--- src/flash_host_pkg.sv ---
// Constants and types shared by the parallel flash host controller
// ****************************************************************
// ****************************************************************
package flash_host_pkg;

  // ****************************************************************
  // Clock and timing
  // ****************************************************************
  localparam int unsigned clk_period_ns = 20;
  localparam int unsigned rd_wr_gap_ns = 20;
  localparam int unsigned rd_wr_gap_cyc = (rd_wr_gap_ns + clk_period_ns - 1) / clk_period_ns;
  localparam int unsigned hv_setup_us = 4;
  localparam int unsigned hv_setup_cyc = (hv_setup_us * 1000 + clk_period_ns - 1) / clk_period_ns;
  localparam int unsigned busy_delay_ns = 90;
  localparam int unsigned busy_delay_cyc = (busy_delay_ns + clk_period_ns - 1) / clk_period_ns;
  localparam int unsigned reset_ready_us = 35;
  localparam int unsigned reset_ready_cyc = (reset_ready_us * 1000) / clk_period_ns;
  localparam int unsigned pulse_ns = 35;
  localparam int unsigned pulse_cyc = (pulse_ns + clk_period_ns - 1) / clk_period_ns;
  localparam int unsigned pulse_high_ns = 20;
  localparam int unsigned pulse_high_cyc = (pulse_high_ns + clk_period_ns - 1) / clk_period_ns;

  // ****************************************************************
  // Address field positions and command words
  // ****************************************************************
  localparam int unsigned addr_bit_six = 6;
  localparam int unsigned addr_bit_one = 1;
  localparam int unsigned addr_bit_zero = 0;
  localparam int unsigned busy_toggle_bit = 6;
  localparam int unsigned polled_data_bit = 7;
  localparam int unsigned erase_suspend_toggle_bit = 2;
  localparam logic [15:0] unlock_addr_a = 16'h0555;
  localparam logic [15:0] unlock_addr_b = 16'h02aa;
  localparam logic [7:0] unlock_data_a = 8'haa;
  localparam logic [7:0] unlock_data_b = 8'h55;
  localparam logic [7:0] cmd_program = 8'ha0;
  localparam logic [7:0] cmd_erase_setup = 8'h80;
  localparam logic [7:0] cmd_sector_erase = 8'h30;

  // Operations requested by the user
  typedef enum logic [2:0] {
    op_read, op_program, op_erase, op_status, op_prot, op_unprot
  } op_t;

  // Bus sequencer states
  typedef enum logic [2:0] {
    st_idle, st_gap, st_wr_low, st_wr_high, st_rd_low, st_hv_wait, st_done
  } state_t;

endpackage : flash_host_pkg

--- src/flash_cycle_table.sv ---
// Command cycle table: address/data of each write in a sequence
module flash_cycle_table
  import flash_host_pkg::*;
(
  // Clock
  input wire logic mclk,
  input wire logic rst_b,
  input wire logic clk_en,
  // Lookup
  input wire logic [2:0] op,
  input wire logic bypass,
  input wire logic [2:0] idx,
  input wire logic [15:0] user_addr,
  input wire logic [7:0] user_data,
  // Registered result
  output logic [15:0] cyc_addr,
  output logic [7:0] cyc_data,
  output logic cyc_last
);

  // ****************************************************************
  // Registered table state
  // ****************************************************************
  typedef struct packed {
    logic [15:0] a;
    logic [7:0] d;
    logic l;
  } tbl_t;

  tbl_t q_reg; // Registered entry
  tbl_t q_next; // Next entry

  // Table lookup per sequence position
  always_comb begin
    q_next = q_reg;
    q_next.l = 1'b0;
    if (op == op_program && bypass) begin // Two-write program
      q_next.a = (idx == 3'd0) ? unlock_addr_a : user_addr;
      q_next.d = (idx == 3'd0) ? cmd_program : user_data;
      q_next.l = (idx == 3'd1);
    end else begin
      case (idx)
        3'd0: begin
          q_next.a = unlock_addr_a;
          q_next.d = unlock_data_a;
        end
        3'd1: begin
          q_next.a = unlock_addr_b;
          q_next.d = unlock_data_b;
        end
        3'd2: begin
          q_next.a = unlock_addr_a;
          q_next.d = (op == op_program) ? cmd_program : cmd_erase_setup;
        end
        3'd3: begin
          q_next.a = (op == op_program) ? user_addr : unlock_addr_a;
          q_next.d = (op == op_program) ? user_data : unlock_data_a;
          q_next.l = (op == op_program); // Four-write program
        end
        3'd4: begin
          q_next.a = unlock_addr_b;
          q_next.d = unlock_data_b;
        end
        default: begin
          q_next.a = user_addr;
          q_next.d = cmd_sector_erase;
          q_next.l = 1'b1;
        end
      endcase
    end
  end

  // Register the entry
  always_ff @(posedge mclk or negedge rst_b) begin
    if (!rst_b) begin
      q_reg <= '0;
    end else if (clk_en) begin
      q_reg <= q_next;
    end
  end

  assign cyc_addr = q_reg.a;
  assign cyc_data = q_reg.d;
  assign cyc_last = q_reg.l;

endmodule : flash_cycle_table

--- src/flash_host_ctrl.sv ---
// Host controller that drives a parallel NOR flash over its pins
module flash_host_ctrl
  import flash_host_pkg::*;
#(
  parameter int unsigned hv_cycles = hv_setup_cyc,
  parameter int unsigned ready_cycles = reset_ready_cyc
)
(
  // Clock and reset
  input wire logic mclk,
  input wire logic rst_b,
  input wire logic clk_en,
  // User request port
  input wire logic req_valid,
  input wire logic [2:0] req_op,
  input wire logic [15:0] req_addr,
  input wire logic [7:0] req_data,
  input wire logic bypass_en,
  input wire logic cs_ctrl_wr,
  input wire logic hv_unprotect,
  input wire logic abort_req,
  output logic req_ready,
  output logic rsp_valid,
  output logic [7:0] rsp_data,
  output logic op_busy,
  output logic toggle_seen,
  output logic suspend_toggle_seen,
  // Flash pins
  output logic [15:0] flash_addr,
  input wire logic [7:0] flash_dq_in,
  output logic [7:0] flash_dq_out,
  output logic flash_dq_oe,
  output logic chip_sel_n,
  output logic out_gate_n,
  output logic wr_strobe_n,
  output logic reset_n,
  output logic reset_hv_en,
  input wire logic ready_busy_out_n
);

  // ****************************************************************
  // State
  // ****************************************************************
  typedef struct packed {
    state_t st;
    logic [2:0] op;
    logic [2:0] idx;
    logic [15:0] uaddr;
    logic [7:0] udata;
    logic [15:0] cnt;
    logic [15:0] addr;
    logic [7:0] dout;
    logic oe;
    logic cs_n;
    logic og_n;
    logic we_n;
    logic rst_n;
    logic hv;
    logic rv;
    logic [7:0] rd;
    logic [7:0] prev;
    logic have_prev;
    logic tg;
    logic stg;
    logic [15:0] rcnt;
  } ctl_t;

  ctl_t s_reg; // Registered state
  ctl_t s_next; // Next state
  logic [7:0] dq_s1_reg, dq_s2_reg; // Data input synchroniser
  logic rb_s1_reg, rb_s2_reg; // Ready/busy synchroniser
  logic [15:0] cyc_addr; // Table address
  logic [7:0] cyc_data; // Table data
  logic cyc_last; // Final write of sequence

  // ****************************************************************
  // Command table
  // ****************************************************************
  flash_cycle_table u_table (
    .mclk(mclk),
    .rst_b(rst_b),
    .clk_en(clk_en),
    .op(s_reg.op),
    .bypass(bypass_en),
    .idx(s_reg.idx),
    .user_addr(s_reg.uaddr),
    .user_data(s_reg.udata),
    .cyc_addr(cyc_addr),
    .cyc_data(cyc_data),
    .cyc_last(cyc_last)
  );

  // Two flops on pin inputs before any logic sees them
  always_ff @(posedge mclk or negedge rst_b) begin
    if (!rst_b) begin
      dq_s1_reg <= 8'h00;
      dq_s2_reg <= 8'h00;
      rb_s1_reg <= 1'b1;
      rb_s2_reg <= 1'b1;
    end else if (clk_en) begin
      dq_s1_reg <= flash_dq_in;
      dq_s2_reg <= dq_s1_reg;
      rb_s1_reg <= ready_busy_out_n;
      rb_s2_reg <= rb_s1_reg;
    end
  end

  // ****************************************************************
  // Sequencer
  // ****************************************************************
  always_comb begin
    s_next = s_reg;
    s_next.rv = 1'b0;
    if (s_reg.cnt != 16'h0000) begin
      s_next.cnt = s_reg.cnt - 16'h0001;
    end
    // Abort by pulling reset low; recovery wait
    if (abort_req && s_reg.rst_n) begin
      s_next.rst_n = 1'b0;
      s_next.rcnt = 16'(ready_cycles);
    end else if (s_reg.rcnt != 16'h0000) begin
      s_next.rcnt = s_reg.rcnt - 16'h0001;
      if (s_reg.rcnt == 16'(ready_cycles - 1)) begin
        s_next.rst_n = 1'b1;
      end
    end
    case (s_reg.st)
      st_idle: begin
        if (req_valid && s_reg.rcnt == 16'h0000) begin
          s_next.op = req_op;
          s_next.uaddr = req_addr;
          s_next.udata = req_data;
          s_next.idx = 3'd0;
          // Keep the last status sample only across back-to-back status reads
          s_next.have_prev = s_reg.have_prev && (req_op == op_status);
          if (req_op == op_prot || req_op == op_unprot) begin
            // Protect selects A6 low, unprotect A6 high
            s_next.uaddr[addr_bit_six] = (req_op == op_unprot);
            s_next.uaddr[addr_bit_one] = 1'b1;
            s_next.uaddr[addr_bit_zero] = 1'b0;
          end
          if ((req_op == op_program || req_op == op_erase) && hv_unprotect) begin
            s_next.hv = 1'b1;
            s_next.cnt = 16'(hv_cycles); // High voltage setup
            s_next.st = st_hv_wait;
          end else begin
            s_next.cnt = 16'(rd_wr_gap_cyc); // Read-to-write gap
            s_next.st = st_gap;
          end
        end
      end
      st_hv_wait: begin
        if (s_reg.cnt == 16'h0000) begin
          s_next.cnt = 16'(rd_wr_gap_cyc);
          s_next.st = st_gap;
        end
      end
      st_gap: begin
        // Select-controlled write: strobe drops a cycle ahead of select
        if (cs_ctrl_wr && s_reg.cnt == 16'h0001
            && (s_reg.op == op_program || s_reg.op == op_erase)) begin
          s_next.we_n = 1'b0;
        end
        if (s_reg.cnt == 16'h0000) begin
          if (s_reg.op == op_program || s_reg.op == op_erase) begin
            // Address set while chip select falls
            s_next.addr = cyc_addr;
            s_next.dout = cyc_data;
            s_next.oe = 1'b1;
            // In select mode the strobe is already low here
            s_next.cs_n = 1'b0;
            s_next.we_n = 1'b0;
            s_next.cnt = 16'(pulse_cyc);
            s_next.st = st_wr_low;
          end else begin
            // Status or array read; prot ops use read address only
            s_next.addr = s_reg.uaddr;
            s_next.cs_n = 1'b0;
            s_next.og_n = 1'b0;
            s_next.cnt = 16'(pulse_cyc + 2);
            s_next.st = st_rd_low;
          end
        end
      end
      st_wr_low: begin
        if (s_reg.cnt == 16'h0000) begin
          // Data latched on rising strobe edge
          s_next.we_n = 1'b1;
          s_next.cs_n = 1'b1;
          s_next.cnt = 16'(pulse_high_cyc);
          s_next.st = st_wr_high;
        end
      end
      st_wr_high: begin
        if (s_reg.cnt == 16'h0000) begin
          s_next.oe = 1'b0;
          if (cyc_last) begin
            // Device goes busy within its delay
            s_next.cnt = 16'(busy_delay_cyc + 2);
            s_next.st = st_done;
          end else begin
            s_next.idx = s_reg.idx + 3'd1;
            s_next.st = st_gap;
            s_next.cnt = 16'h0001;
          end
        end
      end
      st_rd_low: begin
        if (s_reg.cnt == 16'h0000) begin
          // End each read with a fresh strobe edge
          s_next.cs_n = 1'b1;
          s_next.og_n = 1'b1;
          s_next.rd = dq_s2_reg;
          s_next.rv = 1'b1;
          if (s_reg.have_prev) begin
            // Busy toggle at any address
            s_next.tg = (dq_s2_reg[busy_toggle_bit] != s_reg.prev[busy_toggle_bit]);
            // Suspend toggle only for suspended sector
            s_next.stg = (dq_s2_reg[erase_suspend_toggle_bit]
                          != s_reg.prev[erase_suspend_toggle_bit]);
          end else begin
            // Nothing to compare against yet, so no stale toggle report
            s_next.tg = 1'b0;
            s_next.stg = 1'b0;
          end
          s_next.prev = dq_s2_reg;
          s_next.have_prev = (s_reg.op == op_status);
          s_next.st = st_done;
          s_next.cnt = 16'(rd_wr_gap_cyc);
        end
      end
      st_done: begin
        if (s_reg.cnt == 16'h0000) begin
          s_next.hv = 1'b0;
          s_next.st = st_idle;
        end
      end
      default: s_next.st = st_idle;
    endcase
  end

  // Register all state
  always_ff @(posedge mclk or negedge rst_b) begin
    if (!rst_b) begin
      s_reg <= '{st: st_idle, op: op_read, cs_n: 1'b1, og_n: 1'b1, we_n: 1'b1,
                 rst_n: 1'b1, default: '0};
    end else if (clk_en) begin
      s_reg <= s_next;
    end
  end

  // ****************************************************************
  // Outputs
  // ****************************************************************
  assign req_ready = (s_reg.st == st_idle) && (s_reg.rcnt == 16'h0000);
  assign rsp_valid = s_reg.rv;
  assign rsp_data = s_reg.rd;
  // Busy pin plus our own sequencing; device erase ~0.5 s
  assign op_busy = !rb_s2_reg || (s_reg.st != st_idle);
  assign toggle_seen = s_reg.tg;
  assign suspend_toggle_seen = s_reg.stg;
  assign flash_addr = s_reg.addr;
  assign flash_dq_out = s_reg.dout;
  assign flash_dq_oe = s_reg.oe;
  assign chip_sel_n = s_reg.cs_n;
  assign out_gate_n = s_reg.og_n;
  assign wr_strobe_n = s_reg.we_n;
  assign reset_n = s_reg.rst_n;
  assign reset_hv_en = s_reg.hv;

endmodule : flash_host_ctrl

--- config.mk ---
export PLATFORM = sky130hd
export DESIGN_NAME = flash_host_ctrl
export DESIGN_NICKNAME = d
export VERILOG_FILES = /design/src/flash_host_pkg.sv /design/src/flash_cycle_table.sv /design/src/flash_host_ctrl.sv
export SDC_FILE = /design/constraint.sdc
export NUM_CORES = 1
export LEC_CHECK = 0
export BUFFER_PORTS_ARGS = -buffer_cell sky130_fd_sc_hd__clkbuf_2
export CAP_MARGIN = 20
export CORE_ASPECT_RATIO = 1.2
export CORE_MARGIN = 2
export CORE_UTILIZATION = 35
export DETAILED_ROUTE_END_ITERATION = 10
export SLEW_MARGIN = 5
export SYNTH_ARGS = -nofsm -noshare
export SYNTH_HDL_FRONTEND = slang
export SYNTH_SLANG_ARGS = --single-unit
--- constraint.sdc ---
create_clock -name mclk -period 2.7 [get_ports mclk]
set_clock_uncertainty 0.05 [all_clocks]
set_input_delay 0.405 -clock mclk [delete_from_list [all_inputs] [get_ports mclk]]
set_output_delay 0.405 -clock mclk [all_outputs]
set_load 0.1 [all_outputs]
**After elaboration in Yosys (flattened, before gate mapping)**

Index checks and enable logic that the tools add are counted.

- Output and inout bits: 43
- Input port bits: 44
- Flip-flop bits (word level): 150
- Word-level logic and storage cells: 165

- Reduce and logical (&&, ||, !) cells: 46
- Add/sub/neg operators: 3
- Equality and inequality tests: 33
- Muxes and demuxes: 56

Operator list:

| cell | number |
|---|---|
| $mux 16 | 7 |
| $pmux 24 s4 | 1 |
| $pmux 16 s4 | 1 |
| $mux 49 | 1 |
| $mux 44 | 1 |
| $mux 3 | 12 |
| $logic_not 16->1 | 2 |
| $reduce_bool 16->1 | 2 |
| $sub 16x1->16 const B | 2 |
| $mux 25 | 1 |
| $reduce_and 5->1 | 5 |
| $eq 3x2->1 const B | 8 |
| $mux 8 | 3 |
| $ne 2x2->1 const B | 11 |
| $pmux 3 s7 | 1 |
| $mux 20 | 1 |
| $mux 19 | 1 |
| $eq 3x3->1 const B | 6 |
| $mux 17 | 1 |
| $eq 16x1->1 const B | 1 |
| $eq 16x11->1 const B | 1 |
| $reduce_bool 2->1 | 8 |
| $reduce_and 3->1 | 5 |
| $eq 3x1->1 const B | 4 |
| 20 further kinds | 52 |

**Longest topological paths before layout**

- Word-level depth: 7
- Mapped depth: 10
- Mapped depth without buffers: 10

**Modules after synthesis**

A second synthesis with hierarchy kept.

- Cells, all modules: 798
- Area total of the unflattened synthesis: 7815.0 um2

Modules (own cells, without submodules):

| module | area an instance (um2) | instances | cells an instance |
|---|---|---|---|
| flash_host_ctrl | 6439.9 | 1 | 647 |
| flash_cycle_table | 1375.1 | 1 | 151 |

**Least setup slack after synthesis**

No wires, ideal clock.

- Kind: reg2out
- From: register s_reg[11] in the netlist's numbering
- To: output port req_ready
- Data required time: 2.245 ns
- Slack: -0.832 ns
- Path buffers: 1
- Arrival: 3.077 ns
- Cell stages (with the launch flop): 6
- Path through: dfrtp_1 -> or4_1 -> clkbuf_1 -> nor4_2 -> nand2_1 -> nor2_1

- Word-level cells in the longest chain between the ends: 2

Ends and longest elaborated chain:

| element | RTL line | RTL |
|---|---|---|
| start: declaration | flash_host_ctrl.sv:68 | `ctl_t s_reg;` |
| start signal: assignment | flash_host_ctrl.sv:245 | `s_reg <= '{st: st_idle, op: op_read, cs_n: 1'b1, og_n: 1'b1, we_n: 1'b1,` |
| start signal: assignment | flash_host_ctrl.sv:248 | `s_reg <= s_next;` |
| $logic_not 16->1 | flash_host_ctrl.sv:255 | `assign req_ready = (s_reg.st == st_idle) && (s_reg.rcnt == 16'h0000);` |
| $logic_and 1x1->1 | flash_host_ctrl.sv:255 |  |
| end: declaration | flash_host_ctrl.sv:22 | `output logic req_ready,` |

No other way between the ends.

**Worst setup path in the final report**

- From: register s_reg[12] in the netlist's numbering
- To: output port req_ready

Same word-level chain as after synthesis.

==> flow_metrics.py <==
metrics = {
    "clocking": {
        "clk_pin_slew_worst_paths_ns": 0.07,
        "clock_path_buffers": 2,
        "root_buffer": "clkbuf_16",
        "cts_sinks": 150,
        "htreeDepth": 4,
        "cts_tree": "built",
        "clk_latency_ns": 0.43,
        "numCtsBuffers": 17,
    },
    "worst_setup_path": {
        "cp_slowest_stage_delay_ns": 0.58,
        "critPathKind": "register to primary output",
        "crit_arrival_ns": 2.13,
        "critPathMaxFanout": 5,
        "crit_chain": "or4_4 > nor4_4 > nand2_2 > nor2_4 > buf_12",
        "path_delay_family": "simple AND/OR/NAND/NOR gates",
        "path_buf_inv": 1,
        "crit_required_ns": 2.25,
        "cp-end-kind": "primary output",
        "crit_path_top_delay_cell": "or4_4",
        "cp-start-kind": "register",
    },
    "power": {
        "powerDensity_mw_per_mm2": 727,
        "irDropWorstVdd_mv": 0.416,
        "p_leak_nw": 4.05,
    },
    "synthesis": {
        "synthArstFlopShare_pct": 100,
        "syn_area_per_cell_sq_um": 10.4,
        "ys.flop_type": "dfrtp_1",
        "synth_cell_type_count": 67,
        "syn-num-nets": 786,
        "syn_inst": 730,
        "ys_seq_area_share_pct": 49.7,
        "yosysWarningCount": 0,
        "synth_edf_count": 0,
        "syn-cell-area_sq_mm": 0.00756,
        "synth_seq_cells": 150,
    },
    "grt": {
        "grt_max_degree": 63,
        "grt_util_all_layers_pct": 15.8,
        "antenna_found_initial": 2,
        "grt_overflow_total": 0,
        "grt_pass1_vias": 5564,
        "grt_first_pass_wirelength_um": 28800,
    },
    "final_layout": {
        "final_cells": 1090,
        "utilization_pct": 42.3,
        "drive_gt1_share_pct": 30.2,
        "largest_register_ffs": 74,
        "syn_to_final_growth_pct": 18.2,
        "fin_nets": 862,
    },
    "placed_design": {
        "gp_congestion": 0.854,
        "placed_cells": 1050,
        "port_buffers": 86,
        "dp_hpwl_um": 12100,
        "preCtsSetupSlack_ns": 0.0594,
    },
    "job": {
        "maxCapViolations": 0,
    },
    "die": {
        "rows": 58,
        "start_util_pct": 35.8,
        "coreArea_sq_mm": 0.0211,
        "die_area_sq_mm": 0.0228,
        "die_h_um": 165,
        "fp.dieW_um": 138,
        "io_pins": 87,
    },
    "sta": {
        "setup_violations": 0,
        "fin_hold_ws_ns": 0.149,
        "max_slew_margin_pct": 39.2,
        "maxClockFrequency_mhz": 387,
        "fin_ws_ns": 0.117,
        "drv_slew": 0,
        "final.period_utilization_pct": 95.7,
        "fin_crit_ns": 2.58,
        "hold_viol": 0,
        "tightest_slew_ns": 0.906,
    },
    "route": {
        "num_vias": 5641,
        "post_drt_via_cell_ratio": 5.18,
        "routed_wl_um": 17600,
        "drtIter0Drc": 344,
        "detail-route-antenna-nets": 0,
        "wl_per_cell_um": 16.1,
        "drcViolationCount": 0,
        "first_pass_iters": 5,
    },
    "min_path": {
        "worstHoldPathType": "primary input to register",
    },
    "run_status": {
        "status": "finished clean",
    },
}
==> final timing paths <==
check | start | endpoint | slack (ns) | cells after the start
worst min-delay path | req_data[0] | s_reg[82] | 0.15 | 2
worst max-delay path | s_reg[12] | req_ready | 0.12 | 5
min in group asynchronous | rst_b | s_reg[0] | 0.39 | 2
worst max register to register | s_reg[66] | s_reg[66] | 0.15 | 9
max in group asynchronous | rst_b | dq_s2_reg[6] | 1.54 | 3
worst min register to register | out_gate_n | out_gate_n | 0.43 | 2
==> cell usage in the layout, fill, tap and decap left out, drive strengths merged, types with 10 or more instances in the layout <==
cell / synthesis / routed
a21oi: 53 / 53
nor2: 78 / 78
xnor2: 12 / 12
nand2: 53 / 53
nor3: 10 / 10
inv: 21 / 29
dfrtp: 144 / 144
mux2i: 16 / 16
nor4: 11 / 11
ha: 12 / 12
clkbuf: 26 / 103
o21ai: 42 / 42
or4: 12 / 12
buf: 42 / 40
mux2: 59 / 59
==> layout make-up <==
type / instances / area, sq um
flip-flops and latches: 150 / 3760
fillers: 2040 / 12200
clock inverters: 13 / 111
inverters: 22 / 83.8
repair buffers: 125 / 810
well taps: 270 / 338
clock buffers: 19 / 453
diodes: 1 / 2.50
multi-input cells: 490 / 3380
==> layer usage <==
metal	vias to the layer above	GRT usage, %	routed length (um)
met2	126	25.7	8380
met3	28	3.68	733
met5	-	0	13
met4	2	6.22	336
li1	2726	-	-
met1	2759	20.4	8100
==> cell families (layout without fill, tap and decap cells) <==
kind of cell | Yosys count | after routing | share of synthesized area (%)
AO/OA/AOI/OAI | 164 | 164 | 13.6
XOR/XNOR | 18 | 18 | 2.08
adder cells (fa/ha/maj) | 12 | 12 | 1.99
buffers and inverters | 90 | 179 | 6.50
flip-flops | 150 | 150 | 49.7
multiplexers | 75 | 75 | 11.1
other | 0 | 1 | 0
AND/OR/NAND/NOR | 221 | 221 | 15.0
==> cell usage after synthesis, types with 8 or more instances <==
master	n	area [sq um]
a211oi_1	8	60.1
a21oi_1	53	265
buf_4	32	240
clkbuf_1	26	97.6
dfrtp_1	144	3600
ha_1	12	150
inv_1	21	78.8
mux2_2	56	631
mux2i_1	16	160
nand2_1	53	199
nand3_1	8	40.0
nor2_1	78	293
nor3_1	10	50.1
nor4_1	9	56.3
o21ai_0	42	210
o31ai_1	8	60.1
or4_1	10	75.1
xnor2_1	12	105
==> worst reg2reg max path: cells and delay by family, from the launching register on <==
kind,cells,cell delay [ns]
AND/OR/NAND/NOR,2,0.73
flip-flops,1,0.39
buffers and inverters,2,0.24
AO/OA/AOI/OAI,3,0.70
adder cells (fa/ha/maj),2,0.33
==> power by group <==
part / internal (W) / switching, W / leakage, nW
registers: 0.00256 / 0.000268 / 1.92
logic: 0.000659 / 0.000728 / 1.85
clock network: 0.00125 / 0.00103 / 0.277
total: 0.00447 / 0.00202 / 4.05
==> metrics by stage <==
step,TNS (ns),area (sq um),power (W)
4_1_cts,0,8900,0.00652
3_5_place_dp,0,8300,0.00418
6_report,0,8940,0.00650
2_1_floorplan,0,7610,0.00376
3_3_place_gp,0,8300,0.00415
5_1_grt,-0.0113,8930,0.00687
==> timing repair <==
action	in CTS	in global routing
endpoints found under the hold margin	36	0
resized for setup	2	4
pin swaps	2	3
buffers inserted	3	4
endpoints found under the setup margin	1	2
hold buffers	1	0
gates cloned	0	0
Note: power is estimated with default switching activity, not from simulation.
